===== config.mk =====
export PLATFORM = sky130hd
export DESIGN_NAME = mbfp_core
export DESIGN_NICKNAME = d
export VERILOG_FILES = /design/src/rtl/mbfp_pkg.sv /design/src/rtl/mbfp_core.sv
export SDC_FILE = /design/constraint.sdc
export NUM_CORES = 1
export LEC_CHECK = 0
export ABC_CLOCK_PERIOD_IN_PS = 6400
export BUFFER_PORTS_ARGS = -buffer_cell sky130_fd_sc_hd__clkbuf_2
export CAP_MARGIN = 10
export CORE_UTILIZATION = 60
export CTS_CLUSTER_DIAMETER = 120
export DETAILED_ROUTE_END_ITERATION = 6
export MAX_ROUTING_LAYER = met4
export PLACE_DENSITY_LB_ADDON = 0.2
export SYNTH_ARGS = -nofsm -noshare
export SYNTH_HDL_FRONTEND = slang
export SYNTH_SLANG_ARGS = --single-unit

===== constraint.sdc =====
create_clock -name clk_sys_i -period 6.4 [get_ports clk_sys_i]
set_clock_uncertainty 0.15 [all_clocks]
set_input_delay 0.64 -clock clk_sys_i [delete_from_list [all_inputs] [get_ports clk_sys_i]]
set_output_delay 0.64 -clock clk_sys_i [all_outputs]
set_load 0.01 [all_outputs]

===== src/rtl/mbfp_pkg.sv =====
// package: constants and carrier types for the motor bridge fault protection block
package mbfp_pkg;

   // clock rate
   localparam int unsigned CLK_HZ             = 100_000_000;

   // times in their own units, as printed
   localparam int unsigned OT_MASK_NS         = 5000;   // over-temperature mask, 5.0 us
   localparam int unsigned OC_MASK_NS         = 1500;   // overcurrent mask, 1.5 us
   localparam int unsigned OC_RECOVERY_US     = 3000;   // overcurrent recovery, 3 ms
   localparam int unsigned BLANK_NS           = 3600;   // noise blanking, 3.6 us

   // cycle counts derived from the rate (mask and blanking are least times: round up)
   localparam int unsigned OT_MASK_CYC  = (OT_MASK_NS * (CLK_HZ / 1_000_000) + 999) / 1000;
   localparam int unsigned OC_MASK_CYC  = (OC_MASK_NS * (CLK_HZ / 1_000_000) + 999) / 1000;
   localparam int unsigned BLANK_CYC    = (BLANK_NS * (CLK_HZ / 1_000_000) + 999) / 1000;
   localparam int unsigned OC_RECOV_CYC = OC_RECOVERY_US * (CLK_HZ / 1_000_000);

   localparam int unsigned CNT_W        = 20;   // wide enough for the recovery count

   // drive pair from the controller, inputs a and b
   typedef struct packed {
      logic a;
      logic b;
   } mbfp_pair_t;

   // bridge leg states: high side on, low side on
   typedef struct packed {
      logic hs_a;
      logic ls_a;
      logic hs_b;
      logic ls_b;
   } mbfp_gate_t;

   // analog detector indications, all active high
   typedef struct packed {
      logic over_temp;     // above trip, stays until cooled below release
      logic supply_low;    // undervoltage comparator with hysteresis
      logic over_current;
      logic sense_short;
      logic sense_trip;    // chopping current comparison
   } mbfp_det_t;

   localparam mbfp_gate_t GATES_OFF = '{default: 1'b0};

endpackage


===== src/rtl/mbfp_core.sv =====
// module: fault protection and drive decode for a single brushed motor H-bridge
//
// Behaviour
// - over-temperature trip turns every bridge transistor off
// - over-temperature indications shorter than the mask time are ignored
// - outputs resume by themselves once the over-temperature indication clears
// - while motor supply is low all bridge transistors are held off
// - lockout releases only when the hysteretic supply indication clears
// - overcurrent trip turns every bridge transistor off
// - overcurrent indications shorter than the mask time are ignored
// - after overcurrent, outputs stay off for the recovery time, then resume
// - sense-node short indication turns every bridge transistor off
// - chopping current comparison is ignored during the blanking time
// - both inputs low selects standby, outputs off
// - both inputs high selects brake
module mbfp_core
   import mbfp_pkg::*;
#(
   parameter int unsigned OC_RECOVERY_CYCLES = OC_RECOV_CYC
)(
   input  wire logic       clk_sys_i,
   input  wire logic       sys_rst_i,
   input  wire mbfp_pair_t drive_input_i,
   input  wire mbfp_det_t  detect_i,
   output mbfp_gate_t      bridge_gate_o,
   output logic            fault_off_o,
   output logic            chop_off_o
);

   // ------------------------------------------------------------
   // input synchronisers
   // ------------------------------------------------------------
   mbfp_pair_t drv_meta_reg;
   mbfp_pair_t drv_sync_reg;
   mbfp_det_t  det_meta_reg;
   mbfp_det_t  det_sync_reg;

   // pins and analog comparators are asynchronous: two flops each
   always_ff @(posedge clk_sys_i)
   begin
      if (sys_rst_i)
      begin
         drv_meta_reg <= '0;
         drv_sync_reg <= '0;
         det_meta_reg <= '0;
         det_sync_reg <= '0;
      end
      else
      begin
         drv_meta_reg <= drive_input_i;
         drv_sync_reg <= drv_meta_reg;
         det_meta_reg <= detect_i;
         det_sync_reg <= det_meta_reg;
      end
   end

   // ------------------------------------------------------------
   // helper
   // ------------------------------------------------------------
   // saturating count step used by every timer
   function automatic logic [CNT_W-1:0] cnt_step(input logic [CNT_W-1:0] c, input logic [CNT_W-1:0] lim);
      cnt_step = (c >= lim) ? lim : c + 1'b1;
   endfunction

   localparam logic [CNT_W-1:0] OT_LIM  = CNT_W'(OT_MASK_CYC);
   localparam logic [CNT_W-1:0] OC_LIM  = CNT_W'(OC_MASK_CYC);
   localparam logic [CNT_W-1:0] BLK_LIM = CNT_W'(BLANK_CYC);
   localparam logic [CNT_W-1:0] REC_LIM = CNT_W'(OC_RECOVERY_CYCLES);

   // ------------------------------------------------------------
   // over-temperature mask and latch
   // ------------------------------------------------------------
   logic [CNT_W-1:0] ot_cnt_reg;
   logic             ot_off_reg;

   // counter restarts on any gap, so short glitches never reach the limit
   always_ff @(posedge clk_sys_i)
   begin
      if (sys_rst_i)
         ot_cnt_reg <= '0;
      else if (!det_sync_reg.over_temp)
         ot_cnt_reg <= '0;
      else
         ot_cnt_reg <= cnt_step(ot_cnt_reg, OT_LIM);
   end

   // the detector itself carries the thermal hysteresis; release follows it
   always_ff @(posedge clk_sys_i)
   begin
      if (sys_rst_i)
         ot_off_reg <= 1'b0;
      else if (!det_sync_reg.over_temp)
         ot_off_reg <= 1'b0;
      else if (ot_cnt_reg == OT_LIM - 1'b1)
         ot_off_reg <= 1'b1;
   end

   // ------------------------------------------------------------
   // overcurrent mask and recovery
   // ------------------------------------------------------------
   typedef enum logic [1:0] {OC_RUN, OC_RECOVER} mbfp_oc_state_t;
   mbfp_oc_state_t   oc_state_reg;
   logic [CNT_W-1:0] oc_cnt_reg;

   // one counter serves both the mask (in run) and the off time (in recover)
   always_ff @(posedge clk_sys_i)
   begin
      if (sys_rst_i)
      begin
         oc_state_reg <= OC_RUN;
         oc_cnt_reg   <= '0;
      end
      else
      begin
         case (oc_state_reg)
            OC_RUN:
            begin
               if (!det_sync_reg.over_current)
                  oc_cnt_reg <= '0;
               else if (oc_cnt_reg == OC_LIM - 1'b1)
               begin
                  oc_state_reg <= OC_RECOVER;
                  oc_cnt_reg   <= '0;
               end
               else
                  oc_cnt_reg <= cnt_step(oc_cnt_reg, OC_LIM);
            end
            OC_RECOVER:
            begin
               if (oc_cnt_reg == REC_LIM - 1'b1)
               begin
                  oc_state_reg <= OC_RUN;
                  oc_cnt_reg   <= '0;
               end
               else
                  oc_cnt_reg <= cnt_step(oc_cnt_reg, REC_LIM);
            end
            default:
            begin
               oc_state_reg <= OC_RUN;
               oc_cnt_reg   <= '0;
            end
         endcase
      end
   end

   // ------------------------------------------------------------
   // combined fault
   // ------------------------------------------------------------
   logic fault_any;

   // a fault holds off until each source has met its own release
   assign fault_any = ot_off_reg
                    | det_sync_reg.supply_low
                    | (oc_state_reg == OC_RECOVER)
                    | det_sync_reg.sense_short;

   // ------------------------------------------------------------
   // chopping blanking
   // ------------------------------------------------------------
   logic [CNT_W-1:0] blk_cnt_reg;
   logic             blk_active;
   mbfp_pair_t       drv_prev_reg;

   assign blk_active = (blk_cnt_reg < BLK_LIM);

   // blanking restarts whenever the drive pattern changes, covering switching spikes
   always_ff @(posedge clk_sys_i)
   begin
      if (sys_rst_i)
      begin
         blk_cnt_reg  <= '0;
         drv_prev_reg <= '0;
      end
      else
      begin
         drv_prev_reg <= drv_sync_reg;
         if (drv_sync_reg != drv_prev_reg)
            blk_cnt_reg <= '0;
         else
            blk_cnt_reg <= cnt_step(blk_cnt_reg, BLK_LIM);
      end
   end

   // ------------------------------------------------------------
   // drive decode and outputs
   // ------------------------------------------------------------
   mbfp_gate_t gate_next;

   // inputs are trusted to be steady for the minimum pulse width no filter here
   always_comb
   begin
      gate_next = GATES_OFF;
      case ({drv_sync_reg.a, drv_sync_reg.b})
         2'b10:   gate_next = '{hs_a: 1'b1, ls_a: 1'b0, hs_b: 1'b0, ls_b: 1'b1};
         2'b01:   gate_next = '{hs_a: 1'b0, ls_a: 1'b1, hs_b: 1'b1, ls_b: 1'b0};
         2'b11:   gate_next = '{hs_a: 1'b0, ls_a: 1'b1, hs_b: 1'b0, ls_b: 1'b1};
         default: gate_next = GATES_OFF;
      endcase
      if (fault_any)
         gate_next = GATES_OFF;
   end

   // registered outputs; chopping off only drops the high sides
   always_ff @(posedge clk_sys_i)
   begin
      if (sys_rst_i)
      begin
         bridge_gate_o <= GATES_OFF;
         fault_off_o   <= 1'b0;
         chop_off_o    <= 1'b0;
      end
      else
      begin
         fault_off_o <= fault_any;
         chop_off_o  <= det_sync_reg.sense_trip & !blk_active;
         if (det_sync_reg.sense_trip && !blk_active && !fault_any)
         begin
            bridge_gate_o      <= gate_next;
            bridge_gate_o.hs_a <= 1'b0;
            bridge_gate_o.hs_b <= 1'b0;
         end
         else
            bridge_gate_o <= gate_next;
      end
   end

endmodule


; Word-level counts from Yosys, hierarchy flattened
; Index checks and enable logic that the tools add are counted.
[op_classes]
add_sub_neg = 3
order_cmp = 5
n_eq_ne = 11
mux = 14
n_bitwise = 5
reduce_logical = 11
[op_table]
columns = operator, n
row1 = 20-bit 2-to-1 mux, 5
row2 = "20-bit by 1-bit adder with 20-bit output, second input constant", 3
row3 = "20-bit by 9-bit >= comparator with 1-bit output, second input constant", 2
row4 = 20-bit case mux with 2 select lines, 1
row5 = "20-bit by 19-bit equality test with 1-bit output, second input constant", 1
row6 = "20-bit by 8-bit equality test with 1-bit output, second input constant", 1
row7 = "20-bit by 9-bit equality test with 1-bit output, second input constant", 1
row8 = "20-bit by 19-bit >= comparator with 1-bit output, second input constant", 1
row9 = "20-bit by 8-bit >= comparator with 1-bit output, second input constant", 1
row10 = "20-bit by 9-bit less-than comparator with 1-bit output, second input constant", 1
row11 = 9-bit 2-to-1 mux, 2
row12 = 4-bit case mux with 3 select lines, 1
row13 = 3-bit OR reduction, 3
row14 = 2-bit 2-to-1 mux, 3
row15 = "2-bit inequality test, second input constant", 3
row16 = "2-bit by 1-bit equality test with 1-bit output, second input constant", 2
row17 = "2-bit equality test, second input constant", 2
row18 = 2-bit case mux with 2 select lines, 1
row19 = 2-bit OR reduction, 2
row20 = 3-bit 2-to-1 mux, 1
row21 = 1-bit bitwise OR, 3
row22 = 3-bit AND reduction, 1
row23 = 1-bit logical AND, 2
row24 = 1-bit logical NOT, 2
row25 = 4 further kinds, 4
[totals]
reg_bits = 85
inputBits = 9
output_inout_bits = 6
word_cells = 78

; Longest topological paths before layout
[depth]
depth_word = 6
depth_mapped = 7
mapped_depth_nobuf = 7

; Least setup slack after synthesis
; Ideal clock, no wire load.
[synth_path]
kind = reg-to-reg
from = register oc_cnt_reg[16]
to = register oc_cnt_reg[10]
setup_ns = 0.132
arrival_time_ns = 2.054
t_required_ns = 6.118
setup_slack_ns = 4.064
path_stages_with_launch = 6
n_path_buf = 0
period_less_slack_ns = 2.336
path_cell_list = dfxtp_1 > or4_1 > or4_4 > o31a_1 > a22oi_4 > nor3_1
[synth_between]
elab_chain_cells = 5
word_cells_on_any_way = 10
classes_between = order compare (2) / eq/ne (2) / mux (6)
[synth_lines]
columns = element, line_no
row1 = start: declaration, mbfp_core.sv:103  ; logic [CNT_W-1:0] oc_cnt_reg;
row2 = start signal: assignment, mbfp_core.sv:126  ; oc_cnt_reg <= cnt_step(oc_cnt_reg, OC_LIM);
row3 = start signal: assignment, mbfp_core.sv:136  ; oc_cnt_reg <= cnt_step(oc_cnt_reg, REC_LIM);
row4 = 20-bit by 8-bit >= comparator with 1-bit output, mbfp_core.sv:62  ; cnt_step = (c >= lim) ? lim : c + 1'b1;
row5 = 20-bit 2-to-1 mux, mbfp_core.sv:62
row6 = 20-bit 2-to-1 mux, mbfp_core.sv:120  ; else if (oc_cnt_reg == OC_LIM - 1'b1)
row7 = 20-bit 2-to-1 mux, mbfp_core.sv:118  ; if (!det_sync_reg.over_current)
row8 = 20-bit case mux with 2 select lines *, mbfp_core.sv:115  ; case (oc_state_reg)
; Mark *: on every way between the ends. The rest lies on a longest branch, timed or not.
; A chain may end at the register's enable or synchronous reset.

; Worst setup path in the final report
[layout_path]
from = register oc_cnt_reg[13]
to = register oc_cnt_reg[2]
; The elaborated chain is that of the path after synthesis.

==> impl_metrics.tcl <==
set metrics [dict create \
    grt_use_met2 0.347 \
    cts_buffer_depth 2 \
    period_share 0.402 \
    antenna_cells 0 \
    drc 0 \
    slowest_stage "or4_4" \
    r2r_slack_ns 3.83 \
    layout.nets 371 \
    cts_resized 0 \
    fill_cells 372 \
    io_pins 15 \
    synth_edf_count 0 \
    finalSetupViolations 0 \
    min_path_cells 1 \
    layout_setup_ws_ns 3.83 \
    ant_nets 0 \
    h-tree-depth 3 \
    holdBufCountCts 0 \
    area_growth_pct 12.3 \
    first_global_vias 2061 \
    syn_area_sq_um 3140 \
    crit_path_cell_trace "or4_1, or4_4, o31a_1, a21oi_1, a211oi_1" \
    cts_tree "built" \
    drive_gt1_frac 0.108 \
    arrival_ns 2.62 \
    synth_cell_types 41 \
    overflow 0 \
    cts_sinks 84 \
    place_area_sq_um 3340 \
    hold-path-endpoint "det_sync_reg[4]" \
    gp_congestion 0.959 \
    timing.fmax_mhz 389 \
    avgSynthCellArea_sq_um 9.90 \
    rows 25 \
    end_kind "flip-flop" \
    viasPerCell 5.25 \
    period_needed_ns 2.57 \
    rr_startpoint "oc_cnt_reg[13]" \
    yosysTopAreaCellShare 0.536 \
    ys_warn_count 0 \
    critPathLaunchType "flip-flop" \
    fin_cells 427 \
    die_area_sq_um 5520 \
    synthTopCellsByArea "dfxtp_1 (54%), xnor2_1 (5.0%), nor2b_1 (4.0%)" \
    worst_pin_slew_ns 0.878 \
    hold_violations 0 \
    final_area_sq_um 3520 \
    clk_latency_ns 0.35 \
    synthCells 317 \
    slowest_delay_ns 0.59 \
    clk_pin_slew_ns 0.09 \
    cts_setup_buffers 0 \
    fin_tns_setup_ns 0 \
    hold_ws_ns 0.292 \
    grt_use_total 0.230 \
    drt_iter0_markers 111 \
    ir_drop_v 0.000266 \
    cpLargestDelayFamily "simple AND/OR/NAND/NOR gates" \
    ys_ff_latch 84 \
    first_pass_iters 4 \
    synthFlopType "dfxtp_1" \
    final_max_slew_viol_count 0 \
    grt_pass1_wl_mm 9.20 \
    grt_setup_unrepaired "false" \
    path_max_fanout 6 \
    outcome "completed" \
    top_usage_layer "met2" \
    r2r_cells 5 \
    cp_num_buf_inv 0 \
    initial_core_util 0.643 \
    fp.dieW_um 74.3 \
    slew_headroom 0.412 \
    dp.cells 411 \
    hold_class "flip-flop to flip-flop" \
    dp_hpwl_mm 3.75 \
    synthTopCellsByCount "dfxtp_1 (84), a21oi_1 (22), nor2_1 (20), nor2b_1 (20), xnor2_1 (18)" \
    use_met3 0.0461 \
    worstPathRequired_ns 6.45 \
    use_met1 0.296 \
    regArea_sq_um 1680 \
    cts_buffers 9 \
    synth_top_cell_by_area "dfxtp_1" \
    vias 2240 \
    cap_violations 0 \
    seq_area_frac_synth 0.536 \
    drt-wirelength-per-cell_um 12.7 \
    root_buffer "clkbuf_8" \
    fp.coreArea_sq_um 4880 \
    antenna_found_initial 0 \
    drt_wl_total_mm 5.40 \
    async_flop_share 0 \
    min_from "det_meta_reg[4]" \
    yosysMostFrequentCell "dfxtp_1" \
    portBuffers 14 \
    grt_max_degree 40 \
    p_total_mw 0.922 \
    powerDensity_nw_per_um2 262 \
    fp.dieH_um 74.3 \
    p_leak_nw 1.35 \
    multi_input_area_sq_um 1460 \
    reg2reg_to "oc_cnt_reg[2]" \
    crit_type "flip-flop to flip-flop" \
    final_core_util 0.722 \
    place_ws_ns 3.84 \
]
-- layout by cell type, fill, tap and decap left out, drive strengths merged, types with 14 or more instances in the layout --
master  Yosys  final
dfxtp      84     84
clkbuf      7     24
conb        1     23
a21oi      22     22
nor2       20     20
nor2b      20     20
xnor2      18     18
nor3       17     17
inv        13     16
nand3      14     14
-- power by group --
group / total (mW) / leakage (nW) / switching (mW) / internal [mW]
clock network: 0.347 / 0.0950 / 0.192 / 0.156
logic: 0.0278 / 0.560 / 0.0155 / 0.0122
registers: 0.547 / 0.691 / 0.00762 / 0.539
total: 0.922 / 1.35 / 0.215 / 0.707
-- worst max-delay path by stage --
stage / startpoint / endpoint / slack (ns) / depth (start not counted)
3_5_place_dp: oc_cnt_reg[13] / oc_cnt_reg[2] / 3.84 / 5
4_1_cts: oc_cnt_reg[13] / oc_cnt_reg[2] / 3.84 / 5
5_1_grt: oc_cnt_reg[13] / oc_cnt_reg[2] / 3.75 / 5
6_report: oc_cnt_reg[13] / oc_cnt_reg[2] / 3.83 / 5
2_1_floorplan: oc_cnt_reg[16] / oc_cnt_reg[10] / 4.06 / 5
3_3_place_gp: oc_cnt_reg[16] / oc_cnt_reg[16] / 3.93 / 5
-- layer usage --
metal,share of wire,vias to the layer above
li1,-,1146
met3,0.041,10
met4,0.019,0
met5,0,-
met2,0.46,54
met1,0.48,1030
-- area by class of cell --
cell class	instances	area share
repair buffers	14	0.0199
clock inverters	6	0.0131
multi-input cells	233	0.413
inverters	13	0.0138
flip-flops and latches	84	0.477
clock buffers	10	0.0391
well taps	67	0.0238
-- cells by family after synthesis --
kind of cell,Yosys count,synth area share
DFF,84,0.536
xor gates and xnor gates,30,0.0838
adders and majority gates,7,0.0279
and+or+nand+nor,128,0.233
other,1,0.00120
buffers and inverters,22,0.0263
AOI/OAI and AO/OA,45,0.0921
Power figures use the tool's default switching activity.
